--- src/expo_pkg.sv ---
// constants shared by the exposure and single-capture block
// assumes a 25 MHz ref_clk and a plain register write/read port
package expo_pkg;
  // register addresses as the host sees them
  localparam logic [31:0] EXPO_COUNT_ADDR = 32'h0000081C;
  localparam logic [31:0] CONT_ADDR       = 32'hF0F00614;
  localparam logic [31:0] SINGLE_ADDR     = 32'hF0F0061C;
  localparam logic [31:0] TRIG_ADDR       = 32'hF0F00830;
  localparam logic [31:0] LONG_ADDR       = 32'hF100020C;
  localparam logic [31:0] TBASE_ADDR      = 32'hF1000208;
  localparam logic [31:0] RATE_ADDR       = 32'hF0F00600;
  localparam logic [31:0] MODE_ADDR       = 32'hF0F00604;
  localparam logic [31:0] FORMAT_ADDR     = 32'hF0F00608;
  // field positions (bit 31 is the msb of the bus word)
  localparam int ENABLE_BIT  = 31;
  localparam int PRESENT_BIT = 31;
  localparam int TRIG_ON_BIT = 25;
  // field widths
  localparam int SHUT_W = 12;
  localparam int TB_W   = 10;
  localparam int LONG_W = 22;
  localparam int DUR_W  = 23;
  localparam int LFLD_W = 26;
  // limits and reset values
  localparam logic [SHUT_W-1:0] SHUT_MIN = 12'h001;
  localparam logic [SHUT_W-1:0] SHUT_RST = 12'h001;
  localparam logic [TB_W-1:0]   TB_MIN   = 10'h001;
  localparam logic [TB_W-1:0]   TB_RST   = 10'h014;
  localparam logic [LFLD_W-1:0] LONG_MAX = 26'h03FFFFF;
  localparam logic [LONG_W-1:0] LONG_MIN = 22'h000001;
  localparam logic [LONG_W-1:0] LONG_RST = 22'h000014;
  // timing: one microsecond in clock cycles
  localparam int CLK_PERIOD_PS = 40000;
  localparam int US_PS         = 1000000;
  localparam int CYC_PER_US    = US_PS / CLK_PERIOD_PS;
  localparam int OFFSET_US_DEF = 17;
  // capture sequencer states
  typedef enum logic [1:0] {P_IDLE, P_ARMED, P_EXPOSE} phase_t;
endpackage

--- src/expo_if.sv ---
// exposure request/answer bundle between the sequencer and the timer
// assumes both ends run on ref_clk
`timescale 1ns/1ps
`default_nettype none
interface expo_if;
  import expo_pkg::*;
  logic             start;   // one-cycle request to begin integration
  logic [DUR_W-1:0] dur_us;  // live target length in microseconds
  logic             busy;    // integration in progress
  logic             done;    // one-cycle end of integration
  modport ctrl (output start, output dur_us, input busy, input done);
  modport tmr  (input start, input dur_us, output busy, output done);
endinterface
`default_nettype wire

--- src/expo_timer.sv ---
// microsecond integration timer
// assumes ce freezes it and dur_us may change while running
`timescale 1ns/1ps
`default_nettype none
module expo_timer
  import expo_pkg::*;
(
  input  wire logic ref_clk,
  input  wire logic srst,
  input  wire logic ce,
  expo_if.tmr       e
);
  localparam int PW = $clog2(CYC_PER_US);

  typedef struct packed {
    logic             busy;     // counting
    logic [PW-1:0]    presc;    // cycles within the current microsecond
    logic [DUR_W-1:0] elapsed;  // whole microseconds done
  } tmr_t;

  tmr_t q_r;    // registered state
  tmr_t q_nxt;  // next state
  logic tick;   // last cycle of a microsecond
  logic fin;    // target reached

  // the target is compared live so a rewrite acts at once
  always_comb begin
    q_nxt = q_r;
    tick  = q_r.busy && (q_r.presc == PW'(CYC_PER_US - 1));
    fin   = tick && ((q_r.elapsed + 1'b1) >= e.dur_us);
    if (!q_r.busy) begin
      if (e.start) begin
        q_nxt.busy    = 1'b1;
        q_nxt.presc   = '0;
        q_nxt.elapsed = '0;
      end
    end else if (fin) begin
      q_nxt.busy = 1'b0;
    end else if (tick) begin
      q_nxt.presc   = '0;
      q_nxt.elapsed = q_r.elapsed + 1'b1;
    end else begin
      q_nxt.presc = q_r.presc + 1'b1;
    end
  end

  // clock enable freezes everything
  always_ff @(posedge ref_clk) begin
    if (srst) begin
      q_r <= '0;
    end else if (ce) begin
      q_r <= q_nxt;
    end
  end

  assign e.busy = q_r.busy;
  assign e.done = fin && ce;
endmodule
`default_nettype wire

--- src/trig_edge.sv ---
// rising-edge detector for the external trigger
// assumes the trigger level is already synchronous to ref_clk
`timescale 1ns/1ps
`default_nettype none
module trig_edge (
  input  wire logic ref_clk,
  input  wire logic srst,
  input  wire logic ce,
  input  wire logic level,
  output logic      rise
);
  typedef struct packed {
    logic prev;  // level seen last cycle
  } edge_t;

  edge_t q_r;
  edge_t q_nxt;

  // remember the level; a high level at reset is not an edge
  always_comb begin
    q_nxt.prev = level;
  end

  always_ff @(posedge ref_clk) begin
    if (srst) begin
      // start as if the pin were high, so a level already up is no edge
      q_r <= '1;
    end else if (ce) begin
      q_r <= q_nxt;
    end
  end

  assign rise = ce && level && !q_r.prev;
endmodule
`default_nettype wire

--- src/expo_capture.sv ---
// exposure-time control and single-capture sequencer
// assumes the host uses the reg_* port; ext_trigger is synchronous
//
// Behaviour
// - exposure is count times base plus offset, or the long value plus offset in long mode
// - shutter count held within 1 to 4095
// - time base resets to twenty microseconds
// - fixed per-model offset added to every exposure
// - shortest programmable exposure is one microsecond
// - long register: present flag, microsecond field
// - long field saturates at 3FFFFF microseconds
// - long field never below the minimum
// - shutter writes mirror into long, not back
// - long writes act at once, mid-frame
// - format, mode, rate writes drop long mode
// - single bit takes one image, then clears
// - continuous mode ignores the single bit
// - trigger mode: single bit arms, edge captures
// - clearing an armed single bit cancels it
// - continuous bit starts and stops free-run
`timescale 1ns/1ps
`default_nettype none
module expo_capture
  import expo_pkg::*;
#(
  parameter int unsigned OFFSET_US = OFFSET_US_DEF  // per-model offset
)(
  input  wire logic        ref_clk,
  input  wire logic        srst,
  input  wire logic        ce,
  input  wire logic        reg_wr,
  input  wire logic        reg_rd,
  input  wire logic [31:0] reg_addr,
  input  wire logic [31:0] reg_wdata,
  output logic      [31:0] reg_rdata,
  input  wire logic        ext_trigger,
  output logic             exposing,
  output logic             frame_done
);
  // offset must fit the duration sum and be at least one microsecond
  if (OFFSET_US < 1 || OFFSET_US > 1023) begin : g_bad_offset
    $error("OFFSET_US out of range");
  end

  typedef struct packed {
    logic [SHUT_W-1:0] shut;     // standard shutter count
    logic [TB_W-1:0]   tb;       // time base in microseconds
    logic [LONG_W-1:0] long_us;  // long exposure in microseconds
    logic              long_act; // long value steers exposure
    logic              cont;     // free-running capture
    logic              single;   // single-capture bit
    logic              trig_on;  // edge-trigger mode
    logic              shot;     // current exposure is a single one
    phase_t            phase;    // sequencer state
    logic              fdone;    // frame finished pulse
    logic [31:0]       rdata;    // read data
  } ctl_t;

  ctl_t q_r;    // registered state
  ctl_t q_nxt;  // next state

  localparam ctl_t CTL_RST = '{
    shut: SHUT_RST, tb: TB_RST, long_us: LONG_RST, long_act: 1'b0,
    cont: 1'b0, single: 1'b0, trig_on: 1'b0, shot: 1'b0,
    phase: P_IDLE, fdone: 1'b0, rdata: 32'h00000000};

  expo_if bus ();       // request bundle to the timer
  logic   trig_rise;    // external trigger edge
  logic   wr_single;    // host write to the single register
  logic [DUR_W-1:0] base_dur; // duration before offset

  // the product fits 22 bits, so the mirror never saturates
  function automatic logic [LONG_W-1:0] shut_prod(
    input logic [SHUT_W-1:0] c, input logic [TB_W-1:0] t);
    shut_prod = c * t;
  endfunction

  // address match, used by write and read decode
  function automatic logic hit(input logic [31:0] a, input logic [31:0] r);
    hit = (a == r);
  endfunction

  expo_timer u_timer (
    .ref_clk (ref_clk),
    .srst    (srst),
    .ce      (ce),
    .e       (bus)
  );

  trig_edge u_edge (
    .ref_clk (ref_clk),
    .srst    (srst),
    .ce      (ce),
    .level   (ext_trigger),
    .rise    (trig_rise)
  );

  // duration seen live by the timer
  always_comb begin
    base_dur = q_r.long_act ? DUR_W'(q_r.long_us)
                            : DUR_W'(shut_prod(q_r.shut, q_r.tb));
  end
  assign bus.dur_us = base_dur + DUR_W'(OFFSET_US);
  assign wr_single  = reg_wr && hit(reg_addr, SINGLE_ADDR);

  // sequencer first, then host writes, so a host set wins a clear
  always_comb begin
    q_nxt       = q_r;
    q_nxt.fdone = 1'b0;
    bus.start   = 1'b0;
    case (q_r.phase)
      P_IDLE: begin
        if (q_r.cont) begin
          // free-run has priority; the single bit just waits
          bus.start   = 1'b1;
          q_nxt.shot  = 1'b0;
          q_nxt.phase = P_EXPOSE;
        end else if (q_r.single) begin
          if (q_r.trig_on) begin
            q_nxt.phase = P_ARMED;
          end else begin
            bus.start   = 1'b1;
            q_nxt.shot  = 1'b1;
            q_nxt.phase = P_EXPOSE;
          end
        end
      end
      P_ARMED: begin
        if (!q_r.single || q_r.cont || !q_r.trig_on) begin
          q_nxt.phase = P_IDLE;
        end else if (trig_rise) begin
          bus.start   = 1'b1;
          q_nxt.shot  = 1'b1;
          q_nxt.phase = P_EXPOSE;
        end
      end
      P_EXPOSE: begin
        if (bus.done) begin
          q_nxt.fdone = 1'b1;
          q_nxt.phase = P_IDLE;
          if (q_r.shot) begin
            q_nxt.single = 1'b0;
          end
        end
      end
      default: begin
        q_nxt.phase = P_IDLE;
      end
    endcase

    // host writes
    if (reg_wr) begin
      if (hit(reg_addr, EXPO_COUNT_ADDR)) begin
        // zero is lifted to one; only the low 12 bits are kept, up to 4095
        q_nxt.shut = (reg_wdata[SHUT_W-1:0] == '0) ? SHUT_MIN
                                                   : reg_wdata[SHUT_W-1:0];
        q_nxt.long_us = shut_prod(q_nxt.shut, q_r.tb);
      end
      if (hit(reg_addr, LONG_ADDR)) begin
        // long writes leave the shutter count untouched
        if (reg_wdata[LFLD_W-1:0] > LONG_MAX) begin
          q_nxt.long_us = LONG_MAX[LONG_W-1:0];
        end else if (reg_wdata[LFLD_W-1:0] == '0) begin
          q_nxt.long_us = LONG_MIN;
        end else begin
          q_nxt.long_us = reg_wdata[LONG_W-1:0];
        end
        q_nxt.long_act = 1'b1;
      end
      if (hit(reg_addr, TBASE_ADDR)) begin
        q_nxt.tb = (reg_wdata[TB_W-1:0] == '0) ? TB_MIN : reg_wdata[TB_W-1:0];
      end
      if (hit(reg_addr, CONT_ADDR)) begin
        q_nxt.cont = reg_wdata[ENABLE_BIT];
      end
      if (wr_single) begin
        q_nxt.single = reg_wdata[ENABLE_BIT];
      end
      if (hit(reg_addr, TRIG_ADDR)) begin
        q_nxt.trig_on = reg_wdata[TRIG_ON_BIT];
      end
      if (hit(reg_addr, FORMAT_ADDR) || hit(reg_addr, MODE_ADDR) ||
          hit(reg_addr, RATE_ADDR)) begin
        q_nxt.long_act = 1'b0;
      end
    end

    // reads; unmapped addresses return zero
    if (reg_rd) begin
      q_nxt.rdata = 32'h00000000;
      if (hit(reg_addr, EXPO_COUNT_ADDR)) begin
        q_nxt.rdata[SHUT_W-1:0] = q_r.shut;
      end
      if (hit(reg_addr, LONG_ADDR)) begin
        q_nxt.rdata[PRESENT_BIT]  = 1'b1;
        q_nxt.rdata[LONG_W-1:0]   = q_r.long_us;
      end
      if (hit(reg_addr, TBASE_ADDR)) begin
        q_nxt.rdata[TB_W-1:0] = q_r.tb;
      end
      if (hit(reg_addr, CONT_ADDR)) begin
        q_nxt.rdata[ENABLE_BIT] = q_r.cont;
      end
      if (hit(reg_addr, SINGLE_ADDR)) begin
        q_nxt.rdata[ENABLE_BIT] = q_r.single;
      end
      if (hit(reg_addr, TRIG_ADDR)) begin
        q_nxt.rdata[PRESENT_BIT] = 1'b1;
        q_nxt.rdata[TRIG_ON_BIT] = q_r.trig_on;
      end
    end
  end

  // one register for the whole state; ce freezes it
  always_ff @(posedge ref_clk) begin
    if (srst) begin
      q_r <= CTL_RST;
    end else if (ce) begin
      q_r <= q_nxt;
    end
  end

  // outputs come straight from the state register, so they never glitch
  assign reg_rdata  = q_r.rdata;
  assign exposing   = (q_r.phase == P_EXPOSE);
  assign frame_done = q_r.fdone;
endmodule
`default_nettype wire

--- config.mk ---
export PLATFORM = sky130hd
export DESIGN_NAME = expo_capture
export DESIGN_NICKNAME = d
export VERILOG_FILES = /design/src/expo_pkg.sv /design/src/expo_if.sv /design/src/expo_timer.sv /design/src/trig_edge.sv /design/src/expo_capture.sv
export SDC_FILE = /design/constraint.sdc
export NUM_CORES = 1
export LEC_CHECK = 0
export BUFFER_PORTS_ARGS = -buffer_cell sky130_fd_sc_hd__buf_2
export CORE_UTILIZATION = 61
export CTS_CLUSTER_SIZE = 28
export DETAILED_ROUTE_END_ITERATION = 8
export PLACE_DENSITY = 0.8
export REMOVE_ABC_BUFFERS = 1
export SLEW_MARGIN = 30
export SYNTH_ARGS = -nofsm -noshare
export SYNTH_HDL_FRONTEND = slang
export SYNTH_HIERARCHICAL = 1
export SYNTH_SLANG_ARGS = --single-unit
--- constraint.sdc ---
create_clock -name ref_clk -period 11.12 [get_ports ref_clk]
set_clock_uncertainty 0.2 [all_clocks]
set_input_delay 1.668 -clock ref_clk [delete_from_list [all_inputs] [get_ports ref_clk]]
set_output_delay 1.668 -clock ref_clk [all_outputs]
set_load 0.02 [all_outputs]
; Word-level counts from Yosys, hierarchy flattened
; Index checks and enable logic that the tools add are counted.
[totals]
reg_bits = 106
latchBits = 0
mem_bits_rw = 0
mem_bits_ro = 0
input_bits = 70
out_inout_bits = 34
wordCells = 119
mem_count = 0
[classes]
addsub = 3
multipliers = 2
n_div = 0
magnitude_cmp = 2
n_eq_ne = 20
shift = 0
n_mux = 45
bitwise_logic = 0
n_reduce_logical = 32
[op_table]
columns = cell, count
row1 = "32-bit equality test, second input constant", 8
row2 = 22-bit 2-to-1 mux, 5
row3 = 29-bit 2-to-1 mux, 2
row4 = 23-bit 2-to-1 mux, 2
row5 = 12-bit by 10-bit multiplier with 22-bit output, 2
row6 = "32-bit by 12-bit equality test with 1-bit output, second input constant", 1
row7 = 28-bit 2-to-1 mux, 1
row8 = "26-bit by 22-bit greater-than comparator with 1-bit output, second input constant", 1
row9 = 26-bit logical NOT, 1
row10 = 12-bit 2-to-1 mux, 2
row11 = "22-bit by 5-bit adder with 23-bit output, second input constant", 1
row12 = "23-bit by 1-bit adder with 23-bit output, second input constant", 1
row13 = 23-bit greater-or-equal comparator, 1
row14 = 3-bit AND reduction, 7
row15 = 1-bit 2-to-1 mux, 20
row16 = 10-bit 2-to-1 mux, 2
row17 = 12-bit logical NOT, 1
row18 = 3-bit 2-to-1 mux, 4
row19 = 10-bit logical NOT, 1
row20 = "3-bit != test, second input constant", 3
row21 = "2-bit != test, second input constant", 4
row22 = 4-bit AND reduction, 2
row23 = 2-bit nonzero test, 4
row24 = 1-bit logical AND, 6
row25 = other kinds (14), 22

; Logic depth before layout (Yosys ltp)
; Gate-level depths: netlist of run 1.
[logic_depth]
word_depth = 10
depth_mapped = 36
mapped_depth_nobuf = 32

; Cells and area by module
; The synthesis of run 1 kept the hierarchy.
[modules_own_cells]
columns = mod, instances, cells_per_inst, area_per_inst_um2, seq_area_each_um2
row1 = expo_capture, 1, 1540, 12423.2, 1521.5
row2 = expo_timer, 1, 290, 2292.2, 580.6
row3 = trig_edge, 1, 5, 41.3, 20.0

; Worst setup path after synthesis of run 1
; OpenSTA, ideal clock, no wires.
[synth_timing]
path_kind = flip-flop to flip-flop
from = register q_r[65] (netlist bit)
to = register q_r[33] (netlist bit)
setup_ns = 0.128
t_arrival_ns = 7.670
required_time_ns = 10.792
path_slack_ns = 3.122
path_stages_with_launch = 36
path_buffers = 3
synth_period_minus_slack_ns = 7.998
cell_sequence = dfxtp_1 -> clkbuf_1 -> clkbuf_1 -> nand2_1 -> fa_1 -> inv_1 -> fa_1 -> inv_1 -> fa_1 -> inv_1 -> fa_1 -> inv_1 -> fa_1 -> inv_1 -> ha_1 -> o21a_1 -> or2_2 -> nand4b_2 -> a211oi_1 -> o31a_1 -> o31ai_2 -> nand3_1 -> nor3_2 -> xnor2_1 -> inv_1 -> ha_1 -> nand4_1 -> nor4_4 -> a32oi_2 -> buf_4 -> a311oi_1 -> inv_1 -> a21oi_1 -> o21ai_0 -> mux2i_1 -> nor2_1
[synth_via]
elab_chain_len = 8
[synth_rtl]
columns = element, line
row1 = "start, declared", expo_capture.sv:59  ; ctl_t q_r;
row2 = "start signal, assigned", expo_capture.sv:219  ; q_r <= q_nxt;
row3 = 12-bit by 10-bit multiplier with 22-bit output, expo_capture.sv:75  ; shut_prod = c * t;
row4 = 22-bit 2-to-1 mux, expo_capture.sv:100  ; base_dur = q_r.long_act ? DUR_W'(q_r.long_us)
row5 = 22-bit by 5-bit adder with 23-bit output, expo_capture.sv:103  ; assign bus.dur_us = base_dur + DUR_W'(OFFSET_US);
row6 = net bus.dur_us[21], expo_if.sv:8  ; logic [DUR_W-1:0] dur_us;
row7 = 23-bit greater-or-equal comparator, expo_timer.sv:30  ; fin = tick && ((q_r.elapsed + 1'b1) >= e.dur_us);
row8 = 1-bit logical AND, expo_timer.sv:30
row9 = 1-bit logical AND, expo_timer.sv:57  ; assign e.done = fin && ce;
row10 = net bus.done, expo_if.sv:10  ; logic done;
row11 = 2-bit by 1-bit != test with 1-bit output (no line), -
row12 = 4-bit AND reduction (no line), -
; The timed path passes the listed nets, and every way through them passes these cells.
; A chain may end at the register's enable or synchronous reset.

; Worst setup path in the final report of run 1
; Ends and elaborated chain as after synthesis.

==> results.yml, run 1 <==
timing:
  maxSlewViolCount: 0
  setup_tns_ns: 0
  min_period_ns: 9.37
  rsz0062_at_grt: "false"
  hold_violations: 0
  fin_crit_sh_pct: 84.2
  fmax_ghz: 0.107
  setup_viol: 0
  worstMarginPinSlew_ns: 1.04
  maxSlewHeadroom_pct: 30.4
synthesis:
  synth_edf_count: 0
  syn_inst: 1835
  synth.area.top_cells: "fa_1, dfxtp_1, ha_1"
  yosys.area.top_type: "fa_1"
  synth_ff_type: "dfxtp_1"
  ys_ff_latch: 106
  seq_area_frac_synth_pct: 14.4
  synthMostInstantiatedCell: "nand2_1"
  netlist_area_sq_um: 14800
  synthTopCellsByCount: "nand2_1, inv_1, fa_1"
  yosysWarnings: 6
  yosysUniqueCellTypes: 99
  synthArstFlopShare_pct: 0
  synth.avg_cell_area_sq_um: 8.04
  yosysTopAreaCellShare_pct: 21.2
worst_setup_path:
  start_kind: "register"
  max_stage_delay_ns: 0.72
  required_ns: 11.14
  arrival_ns: 9.39
  crit_family: "adder cells"
  crit_path_end_kind: "register"
  crit_slowest_cell: "dfxtp_1"
  path_class: "reg2reg"
  cp.buffers_inverters: 6
  worstPathMaxFanout: 14
layout:
  drive_above_1_share_pct: 8.91
  antenna_cells: 0
  area_delta_synth_final_pct: 3.91
  fin_util_pct: 64.9
  nFillCells: 2000
  fin_area_sq_um: 15300
  fin_nets: 2192
clock_network:
  post_cts_resized: 0
  cts_root_buffer: "clkbuf_16"
  clkTransAtPathRegs_ns: 0.08
  clock-sinks: 106
  ctsHoldBuffers: 0
  worstSkewPairLatency_ns: 0.38
  cts_tree: "done"
  h-tree-depth: 3
  post_cts_buffers: 0
  numCtsBuffers: 9
  max-clock-path-buffers: 2
route:
  first_iter_violations: 946
  firstDrtPassIters: 6
  drc_errors: 0
  vias_per_cell: 6.06
  drt-total-wl_mm: 38.5
  drtAntennaViolNets: 0
  vias: 13000
  wl_per_cell_um: 17.9
placed_design:
  placed_area_sq_um: 15000
  port_buffers: 90
  place_congestion: 0.962
  hpwl_mm: 28.9
floorplan:
  ios: 104
  die_w_um: 158
  start_util_pct: 62.5
  core_area_sq_um: 23600
  die_h_um: 158
  row_count: 56
  die-area_sq_um: 24800
power_and_ir_drop:
  power.switching_uw: 256
  seqPwrFrac_pct: 44.9
  powerDensity_nw_per_um2: 55.2
  clockPowerShare_pct: 39.0
  cellLeakagePower_uw: 0.00743
  internal_power_uw: 590
  comb_power_share_pct: 16.1
  vdd_drop_max_mv: 0.0619
  netSwitchingFraction_pct: 30.3
min_path:
  hp-class: "reg2reg"
global_routing:
  antenna_found_initial: 1
  grt_pass1_vias: 13000
  grt_remaining_overflow: 0
  grt_pass1_wl_mm: 63.6
  grt_max_degree: 79
  grtUsageTotal_pct: 32.8
outcome:
  outcome: "finished, final reports clean"
flow_run:
  drv_cap: 0
==> power by group through the flow <==
stage	Sequential, uW	Clock (uW)	Combinational (uW)
global route	380	346	152
floorplan	389	0	78.5
CTS	380	333	135
global placement	389	0	129
finish	380	330	136
detailed placement	389	0	133
==> final timing paths <==
kind / cells after the start / startpoint / end / slack [ns]
min reg2reg: 2 / reg_rdata[13] / reg_rdata[13] / 0.26
max reg2reg: 31 / q_r[65] / q_r[33] / 1.75
max: 31 / q_r[65] / q_r[33] / 1.75
min: 2 / reg_rdata[13] / reg_rdata[13] / 0.26
==> cell families after synthesis <==
group,Yosys count,share of synthesized area (%)
AOI/OAI and AO/OA,291,13.4
and+or+nand+nor,725,24.7
xor gates and xnor gates,59,3.50
other,1,0.0254
muxes,11,0.763
buffers and inverters,345,10.1
DFF,106,14.4
adders and majority gates,297,33.1
==> worst register-to-register path, delay by kind of cell, from the launching register on <==
kind                     cells  cell delay [ns]
flip-flops                   1             0.72
AND/OR/NAND/NOR             10             1.82
buffers and inverters        6             0.66
adder cells (fa/ha/maj)      7             3.31
AO/OA/AOI/OAI                6             2.22
multiplexers                 1             0.18
XOR/XNOR                     1             0.14
==> state kept, by name (all words and copies together), names as in the netlist <==
name	cells
q_r	51
u_timer/q_r	28
reg_rdata	24
frame_done	1
u_edge/q_r	1
u_timer/e.busy	1
==> cells in the final DEF, fill, tap and decap left out, types with 8 or more instances in the layout <==
cell type / instances
buf_4: 12
a21oi_1: 101
xor2_1: 27
and3_1: 12
mux2i_1: 9
and2_1: 125
dfxtp_1: 105
o21a_1: 8
fa_1: 156
nand2b_1: 24
o21ai_0: 44
nand3_1: 45
nor2_1: 95
nor4_1: 14
nor3_1: 30
o211ai_1: 10
inv_1: 215
a222oi_1: 9
ha_1: 141
nand4_1: 20
a31oi_1: 16
a21o_1: 16
clkbuf_16: 9
nor2b_1: 14
xnor2_1: 32
buf_2: 90
conb_1: 8
nand2_1: 287
==> layer usage <==
layer / wire length, um / up-vias / GRT usage (%)
li1: - / 6021 / -
met1: 15800 / 6285 / 42.2
met2: 17900 / 610 / 54.7
met3: 3420 / 103 / 5.59
met4: 1360 / 0 / 13.6
met5: 0 / - / 0
==> per-stage QoR <==
stage	total power [uW]	hold slack, ns	cells	setup WS (ns)
CTS	848	0.259	2149	1.66
global placement	518	0.228	2133	1.94
detailed placement	522	0.244	2133	1.72
global route	878	0.278	2149	1.22
floorplan	468	0.216	1712	3.23
finish	846	0.261	2149	1.75
==> layout make-up <==
cell class                      count  area, sq um  share of cell area (%)
Clock inverter                      5         47.5                   0.310
Multi-Input combinational cell   1391        11200                    72.9
Inverter                          215          807                    5.26
Tap cell                          319          399                    2.60
Sequential cell                   106         2120                    13.8
Clock buffer                       11          243                    1.58
Timing Repair Buffer              102          541                    3.53
No activity file was read; power rests on OpenSTA's default activity.
==> run 2, diff against run 1 <==
Settings changed: CORE_UTILIZATION 61 to 57, PLACE_DENSITY 0.8 to 0.79.
Clock period 11.12 ns to 8.3 ns, I/O delays scaled along.
==> results.yml, run 2 (synthesis gave the netlist of run 1 again) <==
outcome:
  outcome: "finished, final reports clean"
clock_network:
  cts_tree: "done"
  numCtsBuffers: 9
  max-clock-path-buffers: 2
  clkTransAtPathRegs_ns: 0.09
  clock-sinks: 106
  h-tree-depth: 3
  cts_root_buffer: "clkbuf_16"
  worstSkewPairLatency_ns: 0.38
timing:
  fin_crit_sh_pct: 96.0
  hold_violations: 0
  min_period_ns: 7.97
  setup_tns_ns: 0
  setup_slack_ns: 0.329
  maxSlewHeadroom_pct: 36.3
  maxSlewViolCount: 0
  worstMarginPinSlew_ns: 0.955
  hold_slack_ns: 0.238
  setup_viol: 0
  fmax_ghz: 0.125
placed_design:
  place_congestion: 0.902
  placed_area_sq_um: 15400
  dp_slack_ns: 0.0384
  hpwl_mm: 30.2
  port_buffers: 90
route:
  drc_errors: 0
  first_iter_violations: 1072
  vias_per_cell: 5.95
  drt-total-wl_mm: 38.8
  drtAntennaViolNets: 0
  wl_per_cell_um: 17.6
  vias: 13100
  firstDrtPassIters: 6
worst_setup_path:
  rrSetupSlack_ns: 0.33
  start_kind: "register"
  worstPathMaxFanout: 7
  path_class: "reg2reg"
  required_ns: 8.34
  r2r_cells: 34
  r2r-start: "q_r[65]"
  crit_path_end_kind: "register"
  max_stage_delay_ns: 0.55
  crit_top_cell: "inv_1"
  arrival_ns: 8.01
  timing.rr.end: "q_r[34]"
  crit_slowest_cell: "fa_1"
power_and_ir_drop:
  finalPower_uw: 1150
  comb_power_share_pct: 15.9
  internal_power_uw: 794
  seqPwrFrac_pct: 44.2
  vdd_drop_max_mv: 0.0815
  cellLeakagePower_uw: 0.00771
  netSwitchingFraction_pct: 31.0
  powerDensity_nw_per_um2: 72.9
  clockPowerShare_pct: 39.9
  power.switching_uw: 357
global_routing:
  use_met1_pct: 39.8
  gr-usage-met3_pct: 4.97
  grt_pass1_wl_mm: 64.3
  grt_remaining_overflow: 0
  antenna_found_initial: 0
  grt.busiest_layer: "met2"
  grt_pass1_vias: 12900
  grt_max_degree: 79
  grtUsageTotal_pct: 30.6
  met2_usage_pct: 50.6
layout:
  top_register: "q_r"
  largest_reg_flops: 51
  fin_nets: 2236
  final_cell_mix: "nand2_1, inv_1, fa_1, ha_1, and2_1"
  antenna_cells: 0
  area_delta_synth_final_pct: 7.00
  fin_area_sq_um: 15800
  drive_above_1_share_pct: 12.2
  mostFrequentLayoutCell: "nand2_1"
floorplan:
  die_h_um: 163
  die-area_sq_um: 26500
  start_util_pct: 58.4
  row_count: 58
  core_area_sq_um: 25300
  ios: 104
  die_w_um: 163
min_path:
  min_to: "u_timer/q_r[8]"
  hp-class: "reg2reg"
  holdPathStages: 2
  min_from: "u_timer/q_r[8]"
flow_run:
  drv_cap: 0
run 2: worst max path at each step:
stage / from / end / slack, ns / cells after the start
6_report: q_r[65] / q_r[34] / 0.33 / 34
5_1_grt: q_r[71] / q_r[33] / -0.006 / 32
4_1_cts: q_r[65] / q_r[34] / 0.005 / 33
2_1_floorplan: q_r[65] / q_r[33] / 0.41 / 32
3_5_place_dp: q_r[75] / q_r[33] / 0.04 / 31
3_3_place_gp: q_r[65] / q_r[33] / 0.18 / 32
run 2: power groups by stage:
stage                     sequential (uW)  combinational (uW)  clock (uW)
after floorplan                       521                 105           0
after global placement                521                 175           0
after detailed placement              521                 181           0
after CTS                             509                 182         465
after global routing                  509                 204         484
final                                 509                 183         459
run 2: worst max-delay path, delay by kind of cell, from the launching register on:
family                     cells  cell delay, ns
DFF                            1            0.40
muxes                          1            0.15
and+or+nand+nor                8            1.66
buffers and inverters          9            0.73
AOI/OAI and AO/OA              7            1.13
xor gates and xnor gates       2            0.32
adders and majority gates      7            3.23
run 2: final cells by class:
class / instances / area, sq um
Multi-Input combinational cell: 1391 / 11200
Clock buffer: 9 / 225
Fill cell: 2185 / 9460
Clock inverter: 7 / 88.8
Tap cell: 330 / 413
Inverter: 215 / 807
Sequential cell: 106 / 2140
Timing Repair Buffer: 146 / 883
run 2: through the flow:
stage | util (%) | std cells
floorplan | - | 1712
finish | 62.5 | 2204
global route | 62.5 | 2204
global placement | 60.9 | 2186
detailed placement | 60.9 | 2186
CTS | 62.1 | 2202
run 2: per-layer routing:
layer	share of wire, %	up-vias	wire length (um)
met2	47	538	18300
met1	41	6376	15900
met3	8.3	103	3210
li1	-	6096	-
met5	0	-	0
met4	3.6	0	1380
run 2: timing repair:
action	4_1_cts	5_1_grt
hold buffers	0	0
pin swaps	0	4
gates cloned	0	0
resized for setup	1	27
setup buffers	0	2
endpoints found under the setup margin	2	33
==> run 3, diff against run 2 <==
Settings changed: CELL_PAD_IN_SITES_DETAIL_PLACEMENT set to 1, CELL_PAD_IN_SITES_GLOBAL_PLACEMENT set to 1, CORE_UTILIZATION 57 to 43, CTS_CLUSTER_SIZE 28 to not set, PLACE_DENSITY 0.79 to not set, PLACE_DENSITY_LB_ADDON set to 0.1.
==> results.yml, run 3 (synthesis gave the netlist of run 1 again) <==
layout:
  antenna_cells: 0
  final_cell_mix: "nand2_1, inv_1, fa_1, ha_1, and2_1"
  finalNonFillerCells: 2330
  fin_nets: 2244
  nFillCells: 4099
  largest_reg_flops: 51
  fin_util_pct: 48.0
  top_register: "q_r"
  drive_above_1_share_pct: 13.5
  area_delta_synth_final_pct: 9.30
  mostFrequentLayoutCell: "nand2_1"
  multiInputGateArea_sq_um: 11300
  register_area_sq_um: 2160
placed_design:
  dp_slack_ns: -0.239
  hpwl_mm: 35.4
  placed_cells: 2307
  port_buffers: 90
  place_congestion: 0.831
floorplan:
  core_area_sq_um: 33600
  die_h_um: 187
  row_count: 67
  start_util_pct: 43.9
  die-area_sq_um: 35100
  die_w_um: 187
  ios: 104
flow_run:
  drv_cap: 0
power_and_ir_drop:
  cellLeakagePower_uw: 0.00774
  vdd_drop_max_mv: 0.100
  finalPower_uw: 1160
  powerDensity_nw_per_um2: 71.9
timing:
  maxSlewViolCount: 0
  worstMarginPinSlew_ns: 0.958
  fin_crit_sh_pct: 95.5
  hold_slack_ns: 0.240
  fmax_ghz: 0.126
  maxSlewHeadroom_pct: 35.8
  min_period_ns: 7.93
  setup_viol: 0
  setup_slack_ns: 0.372
  hold_violations: 0
  rsz0062_at_grt: "true"
route:
  drc_errors: 0
  vias_per_cell: 5.53
  firstDrtPassIters: 6
  drtAntennaViolNets: 0
  vias: 12900
  first_iter_violations: 601
  wl_per_cell_um: 19.1
  drt-total-wl_mm: 44.5
clock_network:
  h-tree-depth: 3
  max-clock-path-buffers: 2
  cts_root_buffer: "clkbuf_16"
  clkTransAtPathRegs_ns: 0.08
  cts_tree: "done"
  clock-sinks: 106
  numCtsBuffers: 9
  worstSkewPairLatency_ns: 0.37
worst_setup_path:
  arrival_ns: 7.95
  worstPathMaxFanout: 8
  crit_path_end_kind: "register"
  required_ns: 8.33
  max_stage_delay_ns: 0.54
  start_kind: "register"
  crit_slowest_cell: "fa_1"
  path_class: "reg2reg"
global_routing:
  grt_pass1_vias: 13800
  grtUsageTotal_pct: 26.1
  grt_remaining_overflow: 0
  grt_pass1_wl_mm: 72.3
  grt_max_degree: 72
  antenna_found_initial: 0
min_path:
  hp-class: "reg2reg"
outcome:
  outcome: "finished, final reports clean"
==> run 3: cell types whose count changed in the layout (fill, tap and decap cells not counted), sizes merged <==
cell	change
buf	+8
bufinv	+1
clkinv	+1
inv	-2
==> run 3: per-stage QoR <==
stage / cell area (sq um) / setup TNS [ns]
floorplan: 14100 / 0
global placement: 15600 / -0.538
detailed placement: 15600 / -0.859
CTS: 15900 / 0
global route: 16100 / -0.0869
finish: 16100 / 0
==> run 3: area by class of cell <==
cell class,instances,area share [%]
Inverter,215,5.00
Timing Repair Buffer,154,5.92
Clock inverter,7,0.528
Multi-Input combinational cell,1391,70.3
Tap cell,448,3.48
Sequential cell,106,13.4
Clock buffer,9,1.40
==> run 3: path summary, 6_finish.rpt <==
check                           slack (ns)            from             end  cells after the start
worst min register to register        0.24  u_timer/q_r[8]  u_timer/q_r[8]                      2
worst max-delay path                  0.37         q_r[75]         q_r[37]                     31
worst min-delay path                  0.24  u_timer/q_r[8]  u_timer/q_r[8]                      2
worst max register to register        0.37         q_r[75]         q_r[37]                     31
==> run 3: report_power, final <==
group          internal (uW)  leakage [uW]  switching, uW
Combinational           68.6       0.00673            119
Sequential               506      0.000861          0.311
Clock                    240      0.000152            226
==> run 3: worst max-delay path, delay by kind of cell (launching register included) <==
family | cells | cell delay [ns]
adders and majority gates | 7 | 3.11
DFF | 1 | 0.41
and+or+nand+nor | 9 | 1.93
AOI/OAI and AO/OA | 7 | 1.19
buffers and inverters | 6 | 0.50
muxes | 1 | 0.27
xor gates and xnor gates | 1 | 0.16
==> run 3: metal layers <==
layer	GRT usage (%)	vias to the layer above	routed length, um
met5	0	-	0
met4	8.17	0	1160
met3	2.36	51	1150
met2	47.7	193	22500
met1	32.2	6549	19700
li1	-	6087	-
==> run 3: timing repair <==
| item | 4_1_cts | 5_1_grt |
|---|---|---|
| pin swaps | 0 | 13 |
| setup buffers | 0 | 7 |
| hold buffers | 0 | 0 |
| resized for setup | 11 | 47 |
| endpoints found under the hold margin | 0 | 0 |
| setup endpoints to repair | 10 | 34 |
